<file path="src/include/crf_defines.svh">
/*
  Constants of the core register file: register offsets on the register
  bus, flag field positions, reset values and address map boundaries.
  Assumes it is included by bare name wherever a constant is needed.
*/
`ifndef CRF_DEFINES_SVH
`define CRF_DEFINES_SVH

// ============================================================
// Register offsets (byte addresses, one aligned word each)
// ============================================================
`define CRF_OFS_DATA0      8'h00
`define CRF_OFS_DATA1      8'h04
`define CRF_OFS_DATA2      8'h08
`define CRF_OFS_DATA3      8'h0C
`define CRF_OFS_ADDR0      8'h10
`define CRF_OFS_ADDR1      8'h14
`define CRF_OFS_FRAME      8'h18
`define CRF_OFS_VTB        8'h1C
`define CRF_OFS_IP         8'h20
`define CRF_OFS_USP        8'h24
`define CRF_OFS_ISP        8'h28
`define CRF_OFS_SB         8'h2C
`define CRF_OFS_FLAGS      8'h30
`define CRF_OFS_WIDE_DATA  8'h34
`define CRF_OFS_WIDE_ALT   8'h38
`define CRF_OFS_WIDE_ADDR  8'h3C
`define CRF_OFS_ACTIVE_SP  8'h40

// ============================================================
// Flag word field positions
// ============================================================
`define CRF_FLG_C          0
`define CRF_FLG_D          1
`define CRF_FLG_Z          2
`define CRF_FLG_S          3
`define CRF_FLG_B          4
`define CRF_FLG_O          5
`define CRF_FLG_I          6
`define CRF_FLG_U          7
`define CRF_FLG_RSVD       8
`define CRF_FLG_IPL_LO     12
`define CRF_FLG_IPL_HI     14

// ============================================================
// Reset values and bus answers
// ============================================================
`define CRF_RST_WORD       32'h0000_0000
`define CRF_RESP_OKAY      2'b00
`define CRF_RESP_SLVERR    2'b10
`define CRF_SWI_U_LAST     6'h1F

// ============================================================
// Address map
// ============================================================
`define CRF_MAP_SFR_END    20'h002FF
`define CRF_MAP_RAM_BASE   20'h00400
`define CRF_MAP_DF_BASE    20'h02400
`define CRF_MAP_DF_END     20'h02BFF
`define CRF_MAP_ROM_END    20'h0FFFF
`define CRF_MAP_VECT_BASE  20'h0FFDC

`endif

</file>
<file path="src/include/crf_pkg.sv">
/*
  Types of the core register file: bank contents, flags, address regions
  and the one packed state record of the top module.
  Assumes nothing beyond a SystemVerilog compiler.
*/
package crf_pkg;

  // ============================================================
  // Banked registers: four data, two address, one frame base.
  // ============================================================
  typedef struct packed {
    logic [3:0][15:0] dat;
    logic [1:0][15:0] adr;
    logic [15:0] fb;
  } crf_bank_t;

  // ============================================================
  // Processor flags, eleven stored bits.
  // ============================================================
  typedef struct packed {
    logic [2:0] cpu_priority_level;
    logic u;
    logic i;
    logic o;
    logic b;
    logic s;
    logic z;
    logic d;
    logic c;
  } crf_flags_t;

  // Region reported for a core address.
  typedef enum logic [2:0] {
    CRF_RGN_SFR = 3'b000,
    CRF_RGN_RAM = 3'b001,
    CRF_RGN_DFLASH = 3'b010,
    CRF_RGN_ROM = 3'b011,
    CRF_RGN_VECT = 3'b100,
    CRF_RGN_RSVD = 3'b101
  } crf_region_t;

  // ============================================================
  // Whole state of the top module.
  // ============================================================
  typedef struct packed {
    crf_bank_t [1:0] bank;
    logic [19:0] vtb;
    logic [19:0] ip;
    logic [15:0] user_stack_ptr;
    logic [15:0] irq_stack_ptr;
    logic [15:0] sb;
    crf_flags_t cpu_flags;
    logic aw_hold;
    logic [7:0] aw_addr;
    logic w_hold;
    logic [31:0] w_data;
    logic [3:0] w_strb;
    logic awready;
    logic wready;
    logic bvalid;
    logic [1:0] bresp;
    logic arready;
    logic rvalid;
    logic [1:0] rresp;
    logic [31:0] rdata;
    logic [15:0] sp_act;
    logic irq_ok;
    crf_region_t region;
  } crf_state_t;

endpackage

</file>
<file path="src/design/crf_core_regs.sv">
/*
  Programmer-visible register set of a 16-bit core: two banks of data,
  address and frame-base registers, vector table base, instruction
  pointer, two stack pointers, static base and the flag word, reachable
  from software over AXI4-Lite, plus an address region decoder.
  Assumes the core's execution logic runs on aclk and drives the core-side
  inputs synchronously, so none of them needs a synchroniser.
*/
// Operation
// RL1: thirteen registers, seven duplicated in two banks.
// RL2: sixteen-bit data registers, byte halves separately accessible.
// RL3: data pairs form 32 bits, higher register upper.
// RL4: address pair forms 32 bits, second upper.
// RL5: frame base and static base sixteen bits.
// RL6: vector table base is twenty bits.
// RL7: instruction pointer is twenty bits.
// RL8: stack select picks interrupt or user pointer.
// RL9: stack select cleared on interrupt acknowledge.
// RL10: flag register holds eleven state bits.
// RL11: carry flag captures ALU carry out.
// RL12: zero flag set on zero result.
// RL13: sign flag set on negative result.
// RL14: overflow flag set on overflow.
// RL15: bank flag routes banked register accesses.
// RL16: enable flag gates, cleared on acknowledge.
// RL17: request enabled only above priority level.
// RL18: software keeps the debug flag zero.
// RL19: reserved flag bit written zero, reads undefined.
// RL20: peripheral space and RAM placement decoded.
// RL21: program ROM and vector table placement decoded.
// RL22: data flash region mapped when present.
// RL23: bank switching leaves contents untouched.
`include "crf_defines.svh"
`timescale 1ns/1ns
`default_nettype none

module crf_core_regs
  import crf_pkg::*;
#(
  parameter bit HAS_DATA_FLASH = 1'b1,
  parameter int RAM_BYTES = 1024,
  parameter int ROM_BYTES = 16384
) (
  input wire logic aclk,
  input wire logic aresetn,
  input wire logic ce,
  // AXI4-Lite slave.
  input wire logic [7:0] s_axi_awaddr,
  input wire logic s_axi_awvalid,
  output logic s_axi_awready,
  input wire logic [31:0] s_axi_wdata,
  input wire logic [3:0] s_axi_wstrb,
  input wire logic s_axi_wvalid,
  output logic s_axi_wready,
  output logic [1:0] s_axi_bresp,
  output logic s_axi_bvalid,
  input wire logic s_axi_bready,
  input wire logic [7:0] s_axi_araddr,
  input wire logic s_axi_arvalid,
  output logic s_axi_arready,
  output logic [31:0] s_axi_rdata,
  output logic [1:0] s_axi_rresp,
  output logic s_axi_rvalid,
  input wire logic s_axi_rready,
  // Core side.
  input wire logic alu_flags_we,
  input wire logic [15:0] alu_result,
  input wire logic alu_carry,
  input wire logic alu_overflow,
  input wire logic hw_irq_ack,
  input wire logic swi_exec,
  input wire logic [5:0] swi_num,
  input wire logic irq_req,
  input wire logic [2:0] irq_prio,
  input wire logic pc_load,
  input wire logic [19:0] pc_next,
  input wire logic [19:0] mem_addr,
  output logic [10:0] flags_out,
  output logic [15:0] active_sp,
  output logic irq_accept,
  output logic [2:0] mem_region
);

  // ============================================================
  // Address map bounds at address width
  // ============================================================
  // Sizes are cut to the address width once so the decoder compares
  // twenty-bit values only.
  localparam logic [19:0] RAM_SIZE = RAM_BYTES[19:0];
  localparam logic [19:0] ROM_SIZE = ROM_BYTES[19:0];
  localparam logic [19:0] RAM_LAST = `CRF_MAP_RAM_BASE + RAM_SIZE - 20'h00001;
  localparam logic [19:0] ROM_FIRST = `CRF_MAP_ROM_END - ROM_SIZE + 20'h00001;

  // Registered state and its next value.
  crf_state_t st_q;
  crf_state_t st_d;

  // ============================================================
  // Helper functions
  // ============================================================

  // Merges a written word into an old one under the byte strobes, so each
  // byte lane of a register stands on its own.
  function automatic logic [31:0] merge(input logic [31:0] old,
                                        input logic [31:0] wd,
                                        input logic [3:0] strb);
    logic [31:0] res;
    res = old;
    for (int k = 0; k < 4; k++) begin
      if (strb[k]) begin
        res[k*8 +: 8] = wd[k*8 +: 8];
      end
    end
    return res;
  endfunction

  // Packs the flag record into its bus word; the reserved bit reads zero.
  function automatic logic [31:0] flag_word(input crf_flags_t f);
    logic [31:0] w;
    w = `CRF_RST_WORD;
    w[`CRF_FLG_C] = f.c;
    w[`CRF_FLG_D] = f.d;
    w[`CRF_FLG_Z] = f.z;
    w[`CRF_FLG_S] = f.s;
    w[`CRF_FLG_B] = f.b;
    w[`CRF_FLG_O] = f.o;
    w[`CRF_FLG_I] = f.i;
    w[`CRF_FLG_U] = f.u;
    w[`CRF_FLG_IPL_HI:`CRF_FLG_IPL_LO] = f.cpu_priority_level;
    return w;
  endfunction

  // Unpacks a bus word into the flag record; the reserved bit is dropped.
  function automatic crf_flags_t word_flag(input logic [31:0] w);
    crf_flags_t f;
    f.c = w[`CRF_FLG_C];
    f.d = w[`CRF_FLG_D];
    f.z = w[`CRF_FLG_Z];
    f.s = w[`CRF_FLG_S];
    f.b = w[`CRF_FLG_B];
    f.o = w[`CRF_FLG_O];
    f.i = w[`CRF_FLG_I];
    f.u = w[`CRF_FLG_U];
    f.cpu_priority_level = w[`CRF_FLG_IPL_HI:`CRF_FLG_IPL_LO];
    return f;
  endfunction

  // Read mux over the current state; returns the decode hit in bit 32.
  function automatic logic [32:0] read_word(input crf_state_t s,
                                            input logic [7:0] a);
    crf_bank_t bk;
    logic [32:0] r;
    bk = s.bank[s.cpu_flags.b]; // RL15
    r = {1'b1, `CRF_RST_WORD};
    unique case (a)
      `CRF_OFS_DATA0: r[15:0] = bk.dat[0]; // RL2
      `CRF_OFS_DATA1: r[15:0] = bk.dat[1];
      `CRF_OFS_DATA2: r[15:0] = bk.dat[2];
      `CRF_OFS_DATA3: r[15:0] = bk.dat[3];
      `CRF_OFS_ADDR0: r[15:0] = bk.adr[0];
      `CRF_OFS_ADDR1: r[15:0] = bk.adr[1];
      `CRF_OFS_FRAME: r[15:0] = bk.fb; // RL5
      `CRF_OFS_VTB: r[19:0] = s.vtb; // RL6
      `CRF_OFS_IP: r[19:0] = s.ip; // RL7
      `CRF_OFS_USP: r[15:0] = s.user_stack_ptr;
      `CRF_OFS_ISP: r[15:0] = s.irq_stack_ptr;
      `CRF_OFS_SB: r[15:0] = s.sb; // RL5
      `CRF_OFS_FLAGS: r[31:0] = flag_word(s.cpu_flags); // RL10 RL19
      `CRF_OFS_WIDE_DATA: r[31:0] = {bk.dat[2], bk.dat[0]}; // RL3
      `CRF_OFS_WIDE_ALT: r[31:0] = {bk.dat[3], bk.dat[1]}; // RL3
      `CRF_OFS_WIDE_ADDR: r[31:0] = {bk.adr[1], bk.adr[0]}; // RL4
      `CRF_OFS_ACTIVE_SP: r[15:0] = s.sp_act;
      default: r = {1'b0, `CRF_RST_WORD};
    endcase
    return r;
  endfunction

  // ============================================================
  // Next-state logic
  // ============================================================
  // Order inside the process: write handshakes, a pending bus write, the read channel, then
  // core events. Core events come last so that an interrupt acknowledge or
  // an ALU flag update in the same cycle as a software write to the flag
  // word still takes effect; losing such an event would corrupt the
  // interrupt nesting.
  always_comb begin
    crf_bank_t bk;
    logic [31:0] wide;
    logic [32:0] rd;
    logic hit;
    bk = '0;
    wide = `CRF_RST_WORD;
    rd = '0;
    hit = 1'b0;
    st_d = st_q;

    // Write address and data are taken independently, in either order.
    if (s_axi_awvalid && st_q.awready) begin
      st_d.aw_hold = 1'b1;
      st_d.aw_addr = s_axi_awaddr;
    end
    if (s_axi_wvalid && st_q.wready) begin
      st_d.w_hold = 1'b1;
      st_d.w_data = s_axi_wdata;
      st_d.w_strb = s_axi_wstrb;
    end

    // A write response retires when the master takes it.
    if (st_q.bvalid && s_axi_bready) begin
      st_d.bvalid = 1'b0;
    end

    // Both halves held and no response pending: perform the write.
    if (st_q.aw_hold && st_q.w_hold && !st_q.bvalid) begin
      // Only the bank the select flag names is touched; the other bank
      // keeps its contents across any number of switches.
      bk = st_q.bank[st_q.cpu_flags.b]; // RL1 RL15 RL23
      hit = 1'b1;
      unique case (st_q.aw_addr)
        `CRF_OFS_DATA0: bk.dat[0] = 16'(merge({16'h0000, bk.dat[0]}, st_q.w_data,
                                              st_q.w_strb)); // RL2
        `CRF_OFS_DATA1: bk.dat[1] = 16'(merge({16'h0000, bk.dat[1]}, st_q.w_data,
                                              st_q.w_strb)); // RL2
        `CRF_OFS_DATA2: bk.dat[2] = 16'(merge({16'h0000, bk.dat[2]}, st_q.w_data,
                                              st_q.w_strb));
        `CRF_OFS_DATA3: bk.dat[3] = 16'(merge({16'h0000, bk.dat[3]}, st_q.w_data,
                                              st_q.w_strb));
        `CRF_OFS_ADDR0: bk.adr[0] = 16'(merge({16'h0000, bk.adr[0]}, st_q.w_data,
                                              st_q.w_strb));
        `CRF_OFS_ADDR1: bk.adr[1] = 16'(merge({16'h0000, bk.adr[1]}, st_q.w_data,
                                              st_q.w_strb));
        `CRF_OFS_FRAME: bk.fb = 16'(merge({16'h0000, bk.fb}, st_q.w_data,
                                          st_q.w_strb)); // RL5
        `CRF_OFS_VTB: st_d.vtb = 20'(merge({12'h000, st_q.vtb}, st_q.w_data,
                                           st_q.w_strb)); // RL6
        `CRF_OFS_IP: st_d.ip = 20'(merge({12'h000, st_q.ip}, st_q.w_data,
                                         st_q.w_strb)); // RL7
        `CRF_OFS_USP: st_d.user_stack_ptr = 16'(merge({16'h0000, st_q.user_stack_ptr}, st_q.w_data,
                                           st_q.w_strb)); // RL8
        `CRF_OFS_ISP: st_d.irq_stack_ptr = 16'(merge({16'h0000, st_q.irq_stack_ptr}, st_q.w_data,
                                           st_q.w_strb)); // RL8
        `CRF_OFS_SB: st_d.sb = 16'(merge({16'h0000, st_q.sb}, st_q.w_data,
                                         st_q.w_strb)); // RL5
        `CRF_OFS_FLAGS: begin
          // The reserved bit has no storage, so whatever is written there
          // is lost; the debug flag is stored as software writes it.
          st_d.cpu_flags = word_flag(merge(flag_word(st_q.cpu_flags), st_q.w_data,
                                     st_q.w_strb)); // RL10 RL19
        end
        `CRF_OFS_WIDE_DATA: begin
          wide = merge({bk.dat[2], bk.dat[0]}, st_q.w_data, st_q.w_strb);
          bk.dat[2] = wide[31:16]; // RL3
          bk.dat[0] = wide[15:0];
        end
        `CRF_OFS_WIDE_ALT: begin
          wide = merge({bk.dat[3], bk.dat[1]}, st_q.w_data, st_q.w_strb);
          bk.dat[3] = wide[31:16]; // RL3
          bk.dat[1] = wide[15:0];
        end
        `CRF_OFS_WIDE_ADDR: begin
          wide = merge({bk.adr[1], bk.adr[0]}, st_q.w_data, st_q.w_strb);
          bk.adr[1] = wide[31:16]; // RL4
          bk.adr[0] = wide[15:0];
        end
        default: hit = 1'b0;
      endcase
      st_d.bank[st_q.cpu_flags.b] = bk; // RL23
      st_d.aw_hold = 1'b0;
      st_d.w_hold = 1'b0;
      st_d.bvalid = 1'b1;
      st_d.bresp = hit ? `CRF_RESP_OKAY : `CRF_RESP_SLVERR;
    end

    // A read retires when the master takes the data.
    if (st_q.rvalid && s_axi_rready) begin
      st_d.rvalid = 1'b0;
    end
    // A read is taken only while no data is pending, answered next edge.
    if (s_axi_arvalid && st_q.arready) begin
      rd = read_word(st_q, s_axi_araddr);
      st_d.rvalid = 1'b1;
      st_d.rdata = rd[31:0];
      st_d.rresp = rd[32] ? `CRF_RESP_OKAY : `CRF_RESP_SLVERR;
    end

    // Core writes the instruction pointer after the bus so it wins.
    if (pc_load) begin
      st_d.ip = pc_next; // RL7
    end

    // ALU result flags.
    if (alu_flags_we) begin
      st_d.cpu_flags.c = alu_carry; // RL11
      st_d.cpu_flags.z = (alu_result == 16'h0000); // RL12
      st_d.cpu_flags.s = alu_result[15]; // RL13
      st_d.cpu_flags.o = alu_overflow; // RL14
    end

    // Any acknowledged interrupt masks further maskable requests.
    if (hw_irq_ack || swi_exec) begin
      st_d.cpu_flags.i = 1'b0; // RL16
    end
    // Hardware interrupts and the low software vectors run on the
    // interrupt stack.
    if (hw_irq_ack || (swi_exec && swi_num <= `CRF_SWI_U_LAST)) begin
      st_d.cpu_flags.u = 1'b0; // RL9
    end

    // Handshake readiness follows the hold registers and the read valid of the next cycle.
    st_d.awready = !st_d.aw_hold;
    st_d.wready = !st_d.w_hold;
    st_d.arready = !st_d.rvalid;

    // Registered views for the core, one cycle behind the state.
    st_d.sp_act = st_q.cpu_flags.u ? st_q.user_stack_ptr : st_q.irq_stack_ptr; // RL8
    st_d.irq_ok = irq_req && st_q.cpu_flags.i && (irq_prio > st_q.cpu_flags.cpu_priority_level); // RL16 RL17

    // Region of the core address.
    if (mem_addr <= `CRF_MAP_SFR_END) begin
      st_d.region = CRF_RGN_SFR; // RL20
    end else if (mem_addr >= `CRF_MAP_RAM_BASE && mem_addr <= RAM_LAST) begin
      st_d.region = CRF_RGN_RAM; // RL20
    end else if (HAS_DATA_FLASH && mem_addr >= `CRF_MAP_DF_BASE &&
                 mem_addr <= `CRF_MAP_DF_END) begin
      st_d.region = CRF_RGN_DFLASH; // RL22
    end else if (mem_addr >= `CRF_MAP_VECT_BASE &&
                 mem_addr <= `CRF_MAP_ROM_END) begin
      st_d.region = CRF_RGN_VECT; // RL21
    end else if (mem_addr >= ROM_FIRST && mem_addr <= `CRF_MAP_ROM_END) begin
      st_d.region = CRF_RGN_ROM; // RL21
    end else begin
      st_d.region = CRF_RGN_RSVD; // RL20
    end
  end

  // ============================================================
  // State register
  // ============================================================
  // Synchronous reset clears everything; clock enable low freezes all.
  always_ff @(posedge aclk) begin
    if (!aresetn) begin
      st_q <= '0;
    end else if (ce) begin
      st_q <= st_d;
    end
  end

  // ============================================================
  // Outputs, straight from the state register
  // ============================================================
  assign s_axi_awready = st_q.awready;
  assign s_axi_wready = st_q.wready;
  assign s_axi_bvalid = st_q.bvalid;
  assign s_axi_bresp = st_q.bresp;
  assign s_axi_arready = st_q.arready;
  assign s_axi_rvalid = st_q.rvalid;
  assign s_axi_rdata = st_q.rdata;
  assign s_axi_rresp = st_q.rresp;
  assign flags_out = st_q.cpu_flags; // RL10
  assign active_sp = st_q.sp_act;
  assign irq_accept = st_q.irq_ok;
  assign mem_region = st_q.region;

endmodule

`default_nettype wire

</file>
<file path="config.mk">
export PLATFORM = sky130hd
export DESIGN_NAME = crf_core_regs
export DESIGN_NICKNAME = d
export VERILOG_FILES = /design/src/include/crf_pkg.sv /design/src/design/crf_core_regs.sv
export VERILOG_INCLUDE_DIRS = /design/src /design/src/include
export SDC_FILE = /design/constraint.sdc
export NUM_CORES = 1
export LEC_CHECK = 0
export ABC_AREA = 0
export BUFFER_PORTS_ARGS = -buffer_cell sky130_fd_sc_hd__buf_2
export CORE_MARGIN = 2
export CORE_UTILIZATION = 50
export CTS_BUF_LIST = sky130_fd_sc_hd__clkbuf_16
export CTS_CLUSTER_DIAMETER = 30
export CTS_CLUSTER_SIZE = 24
export DETAILED_ROUTE_END_ITERATION = 16
export GPL_TIMING_DRIVEN = 0
export MAX_ROUTING_LAYER = met4
export PLACE_DENSITY = 0.69
export SYNTH_ARGS = -nofsm -noshare
export SYNTH_HDL_FRONTEND = slang
export SYNTH_SLANG_ARGS = --single-unit
</file>
<file path="constraint.sdc">
create_clock -name aclk -period 5.35 [get_ports aclk]
set_input_delay 1.07 -clock aclk [delete_from_list [all_inputs] [get_ports aclk]]
set_output_delay 1.07 -clock aclk [all_outputs]
set_load 0.05 [all_outputs]
</file>
### After elaboration in Yosys (flattened, before gate mapping)

Cells that the tools add are included.

* mux-type cells: 84
* reduce and logical (&&, ||, !) cells: 69
* eq/ne operators: 31
* magnitude comparators: 12

Operators by type and width (count)
* 112-bit 2-to-1 mux: 3
* 16-bit 2-to-1 mux: 15
* 8-bit 2-to-1 mux: 29
* 224-bit bitwise mux: 1
* 16-bit case mux with 14 select lines: 1
* 8-bit by 6-bit equality test with 1-bit output (second input constant): 16
* 112-bit demux with 1-bit select: 1
* 16-bit case mux with 2 select lines: 3
* 80-bit 2-to-1 mux: 1
* 4-bit AND reduction: 17
* 8-bit by 5-bit equality test with 1-bit output (second input constant): 8
* 20-bit by 16-bit >= comparator with 1-bit output (second input constant): 2
* 20-bit 2-to-1 mux: 2
* 37-bit 2-to-1 mux: 1
* 12-bit case mux with 3 select lines: 1
* 35-bit 2-to-1 mux: 1
* 8-bit by 4-bit equality test with 1-bit output (second input constant): 4
* 2-bit nonzero test: 15
* 20-bit by 11-bit >= comparator with 1-bit output (second input constant): 1
* 20-bit by 14-bit >= comparator with 1-bit output (second input constant): 1
* 20-bit by 10-bit <= comparator with 1-bit output (second input constant): 1
* 20-bit by 11-bit <= comparator with 1-bit output (second input constant): 1
* 20-bit by 14-bit <= comparator with 1-bit output (second input constant): 1
* 20-bit by 16-bit <= comparator with 1-bit output (second input constant): 1
* 23 further kinds: 69

* output and inout bits: 72
* input port bits: 132
* word-level logic and storage cells: 247
* flip-flop bits (word level): 430

### Depth between registers and ports, before layout

* depth in word-level cells: 7
* depth in mapped cells: 9

### Worst setup path before layout

No wires, ideal clock.

* path type: input to register
* start point: in s_axi_araddr[1]
* end point: reg st_q (netlist bit s_axi_rdata[7])
* data arrival time: 2.600 ns
* data required time: 5.255 ns
* setup slack: 2.655 ns
* library setup time: 0.095 ns
* cell stages on the path: 7
* cells stage by stage: buf_2 -> nor4b_4 -> a22oi_1 -> buf_2 -> o22ai_1 -> a21oi_1 -> a221oi_1

* word-level cells in the longest chain between the ends: 3
* elaborated cells between the ends (all ways): 21

Ends and longest elaborated chain
* start: declaration: line crf_core_regs.sv:58 `input wire logic [7:0] s_axi_araddr,`
* 8-bit by 6-bit equality test with 1-bit output, or another cell as far along: line crf_core_regs.sv:155 `unique case (a)`
* 2-bit OR reduction (no line)
* 16-bit case mux with 14 select lines (*): line crf_core_regs.sv:155
* end signal: assignment: line crf_core_regs.sv:344 `st_q <= st_d;`
* end: declaration: line crf_core_regs.sv:95 `crf_state_t st_q;`

Mark *: on every way between the ends. The rest lies on a longest branch, timed or not.
A chain may end at the register's enable or synchronous reset.

### Worst setup path in the final report

* start point: in s_axi_araddr[4]
* end point: reg st_q (netlist bit s_axi_rdata[31])

* word-level cells in the longest chain between the ends: 2
* elaborated cells between the ends (all ways): 4

Ends and longest elaborated chain (line)
* 8-bit by 6-bit equality test with 1-bit output: crf_core_regs.sv:155
* 12-bit case mux with 3 select lines (*): crf_core_regs.sv:155

Marks and branches as above.

==> impl_results.md <==
- Cell count of the worst reg-to-reg path: 8
- Tmin final: 3.77 ns
- Filler cell count: 3726
- Final Cycle Share: 70.4%
- Worst slew margin: 17.9%
- Multi-input logic area: 0.0119 mm2
- R2r startpoint: flags_out[4]
- Worst Setup EP: s_axi_rdata[31]
- Worst Path Max Fanout: 10
- H-tree depth: 3
- Mapped cell area: 0.0220 mm2
- I/O Pins: 204
- Final design utilization: 62.9%
- Row count: 76
- Total power: 10.0 mW
- Sw Ratio: 25.1%
- Pwr per Cell Area: 369 mW/mm2
- Sequential Power Share: 32.6%
- Critical Path RT: 5.94 ns
- Skew final: 0.0419 ns
- CTS root buf: clkbuf_16
- Async SR Flop Fraction: 0%
- Vias: 23900
- Fmax: 266 MHz
- Clk sinks: 428
- Share of layout cells above drive strength 1: 19.5%
- Remaining Overflow, GRT: 0
- Worst setup path start: s_axi_araddr[4]
- Drt pass-1 iters: 7
- Initial antenna violation count: 2
- TritonCTS buffer count: 98
- CTS resizes: 0
- Final Hold Vio Count: 0
- Clk slew on worst S/H paths: 0.05 ns
- WP data arrival: 4.35 ns
- Max-slew violations: 0
- Vias per cell: 6.65
- Post-Synthesis Cells: 2625
- Leak: 9.91 nW
- Largest net degree at the start of global routing: 16
- WL per Instance: 30.0 um
- Sequential fraction of the synthesis area: 38.9%
- Starting density of the core: 50.9%
- Startpoint types: input port
- Setup TNS: 0 ns
- Final setup viols: 0
- Max Cap Violations: 0
- RSZ-0062 raised after global routing: false
- Max clock buf depth: 3
- Gr usage total: 46.7%
- Number of global-route vias before repair: 22000
- Full die area: 0.0458 mm2
- DRC: 0
- Cts hold-fix bufs: 0
- EDFF count, synth: 0
- Global-route wire length before repair: 152 mm
- PortBufs: 190
- Logic pwr share: 5.2%
- Status: finished clean
- Die Height: 214 um
- Post-DP HPWL: 80.5 mm
- Avg Cell Area, Syn: 8.39 um2
- Area growth syn-to-layout: 23.4%
- Area leader, netlist: dfxtp_1
- Share of the synthesized area in the top cell type: 38.9%
- Worst-Skew Late Latency: 0.66 ns
- Reg2reg end: s_axi_rdata[0]
- Switch Pwr: 2.52 mW
- R2r setup slk: 1.80 ns
- Initial drt markers: 3703
- Worst hold path type: reg2reg
- P_int: 7.53 mW
- Synth Warn #: 0
- Synth Register Bits: 428
- Hold_ws: 0.454 ns
- Top cells by area, synth: dfxtp_1 (39%), mux2i_1 (11%), nor2_1 (5.9%)
- CTS tree: done
- Postcts setup bufs: 0
- Synth unique cells: 77
- Core region area: 0.0433 mm2
- GPL Wtd Cong: 1.07
- Die Wd: 214 um
- Post-synth top flop: dfxtp_1
- Actual slew at the worst max-slew pin: 1.23 ns
- Post-Route WL: 108 mm
- Final ANT Viol Nets: 0
- Nets@finish: 3051
- FF/Latch Area: 0.00857 mm2
- Clk pwr share: 62.2%
- Critical setup path kind: in2reg
- Peak supply drop: 288 uV
- Crit. End Element: register
## flip-flops by register name, indices dropped and copies added, names as in the netlist
| register | cells |
|---|---|
| s_axi_rvalid | 1 |
| s_axi_arready | 1 |
| s_axi_rdata | 32 |
| mem_region | 3 |
| active_sp | 16 |
| st_q | 358 |
| irq_accept | 1 |
| flags_out | 11 |
| s_axi_rresp | 1 |
| s_axi_wready | 1 |
| s_axi_bresp | 1 |
| s_axi_bvalid | 1 |
| s_axi_awready | 1 |
## critical path: stages
cell and delay (ns):
buf_2 0.16, clkbuf_1 0.40, buf_2 0.39, nand3_1 0.44
a211oi_1 0.90, buf_2 0.43, o21ai_0 0.35, a21oi_1 0.21
## power by group through the flow
stage / combinational [mW] / clock (mW) / sequential [mW]
2_1_floorplan: 0.277 / 0 / 3.32
3_3_place_gp: 0.490 / 0 / 3.33
3_5_place_dp: 0.497 / 0 / 3.33
4_1_cts: 0.499 / 6.21 / 3.27
5_1_grt: 0.535 / 6.41 / 3.27
6_report: 0.522 / 6.25 / 3.27
## cells in the final DEF (no fill, tap or decap), types with 16 or more instances in the layout
master	synthesis	routed
bufinv_16	0	16
o2111ai_1	18	18
inv_1	9	19
o22ai_1	48	48
a311oi_1	23	23
o221ai_1	22	22
buf_4	73	73
clkbuf_1	163	163
o21ai_0	102	102
a22oi_1	37	37
nand2_1	288	288
a21oi_1	165	165
mux2_2	47	47
dfxtp_1	428	428
clkbuf_16	0	99
a221oi_1	36	36
clkinv_2	0	18
mux2i_1	244	244
o21a_1	31	31
nor3_1	57	57
nor2_1	344	344
a211oi_1	84	84
nand2b_1	38	38
nand3_1	96	96
buf_2	56	246
nand3b_1	21	21
## through the flow
step | worst slack, ns | instance area, um2 | cells
after floorplan | 2.66 | 22000 | 2626
after global placement | 1.15 | 23700 | 3401
after global routing | 1.69 | 27200 | 3587
final | 1.58 | 27200 | 3588
after detailed placement | 1.15 | 23700 | 3401
after CTS | 1.82 | 27200 | 3585
## cells by family (layout without fill, tap and decap cells)
family,after synthesis,count (layout),share of synthesized area [%]
muxes,297,297,14.1
adders and majority gates,3,3,0.170
other,1,5,0.0170
DFF,428,428,38.9
xor gates and xnor gates,1,1,0.0398
buffers and inverters,313,687,6.91
AOI/OAI and AO/OA,654,654,19.9
and+or+nand+nor,928,928,19.9
## worst min-delay path by stage
stage                   start   endpoint  slack [ns]  cells after the start
global route        st_q[121]  st_q[121]        0.47                      2
CTS                  st_q[96]   st_q[96]        0.45                      2
floorplan           st_q[123]  st_q[123]        0.43                      2
finish               st_q[96]   st_q[96]        0.45                      2
detailed placement   st_q[96]   st_q[96]        0.45                      2
global placement     st_q[95]   st_q[95]        0.44                      2
## metal layers
metal  global-route usage (%)  part of all wire, %  up-vias
li1                         -                    -    10100
met3                     15.5                   14      412
met2                     62.4                   39     1956
met5                        -                    0        -
met4                     27.3                  7.0        0
met1                     60.7                   40    11400
## synthesized netlist by cell type, types with 6 or more instances
cell type,count
a32oi_1,12
nand3_1,96
a22oi_1,37
o221a_2,14
o21ai_0,102
o21ai_1,7
nand2_1,288
a31oi_1,7
a21oi_1,165
a221oi_1,36
buf_2,56
o21a_1,31
and3_1,8
a2111oi_0,6
o221ai_1,22
o22ai_1,48
nand4_1,6
a311oi_1,23
o211ai_1,13
nand2b_1,38
nand3b_1,21
inv_1,9
buf_4,73
buf_1,8
nor3_1,57
mux2_2,47
nor2b_1,8
a22o_1,6
dfxtp_1,428
clkbuf_1,163
mux2i_1,244
nor2_1,344
nor4_1,6
o2111ai_1,18
mux4_2,6
a211oi_1,84
## final cells by class
class | instances | area share [%]
tap | 585 | 2.69
inverter | 10 | 0.138
clock inverter | 85 | 3.63
multi-input combinational | 1885 | 43.9
buffer | 303 | 5.46
sequential | 428 | 31.5
timing repair buffer | 190 | 3.50
antenna | 3 | 0.0276
clock buffer | 99 | 9.11
Note: power is estimated with default switching activity, not from simulation.
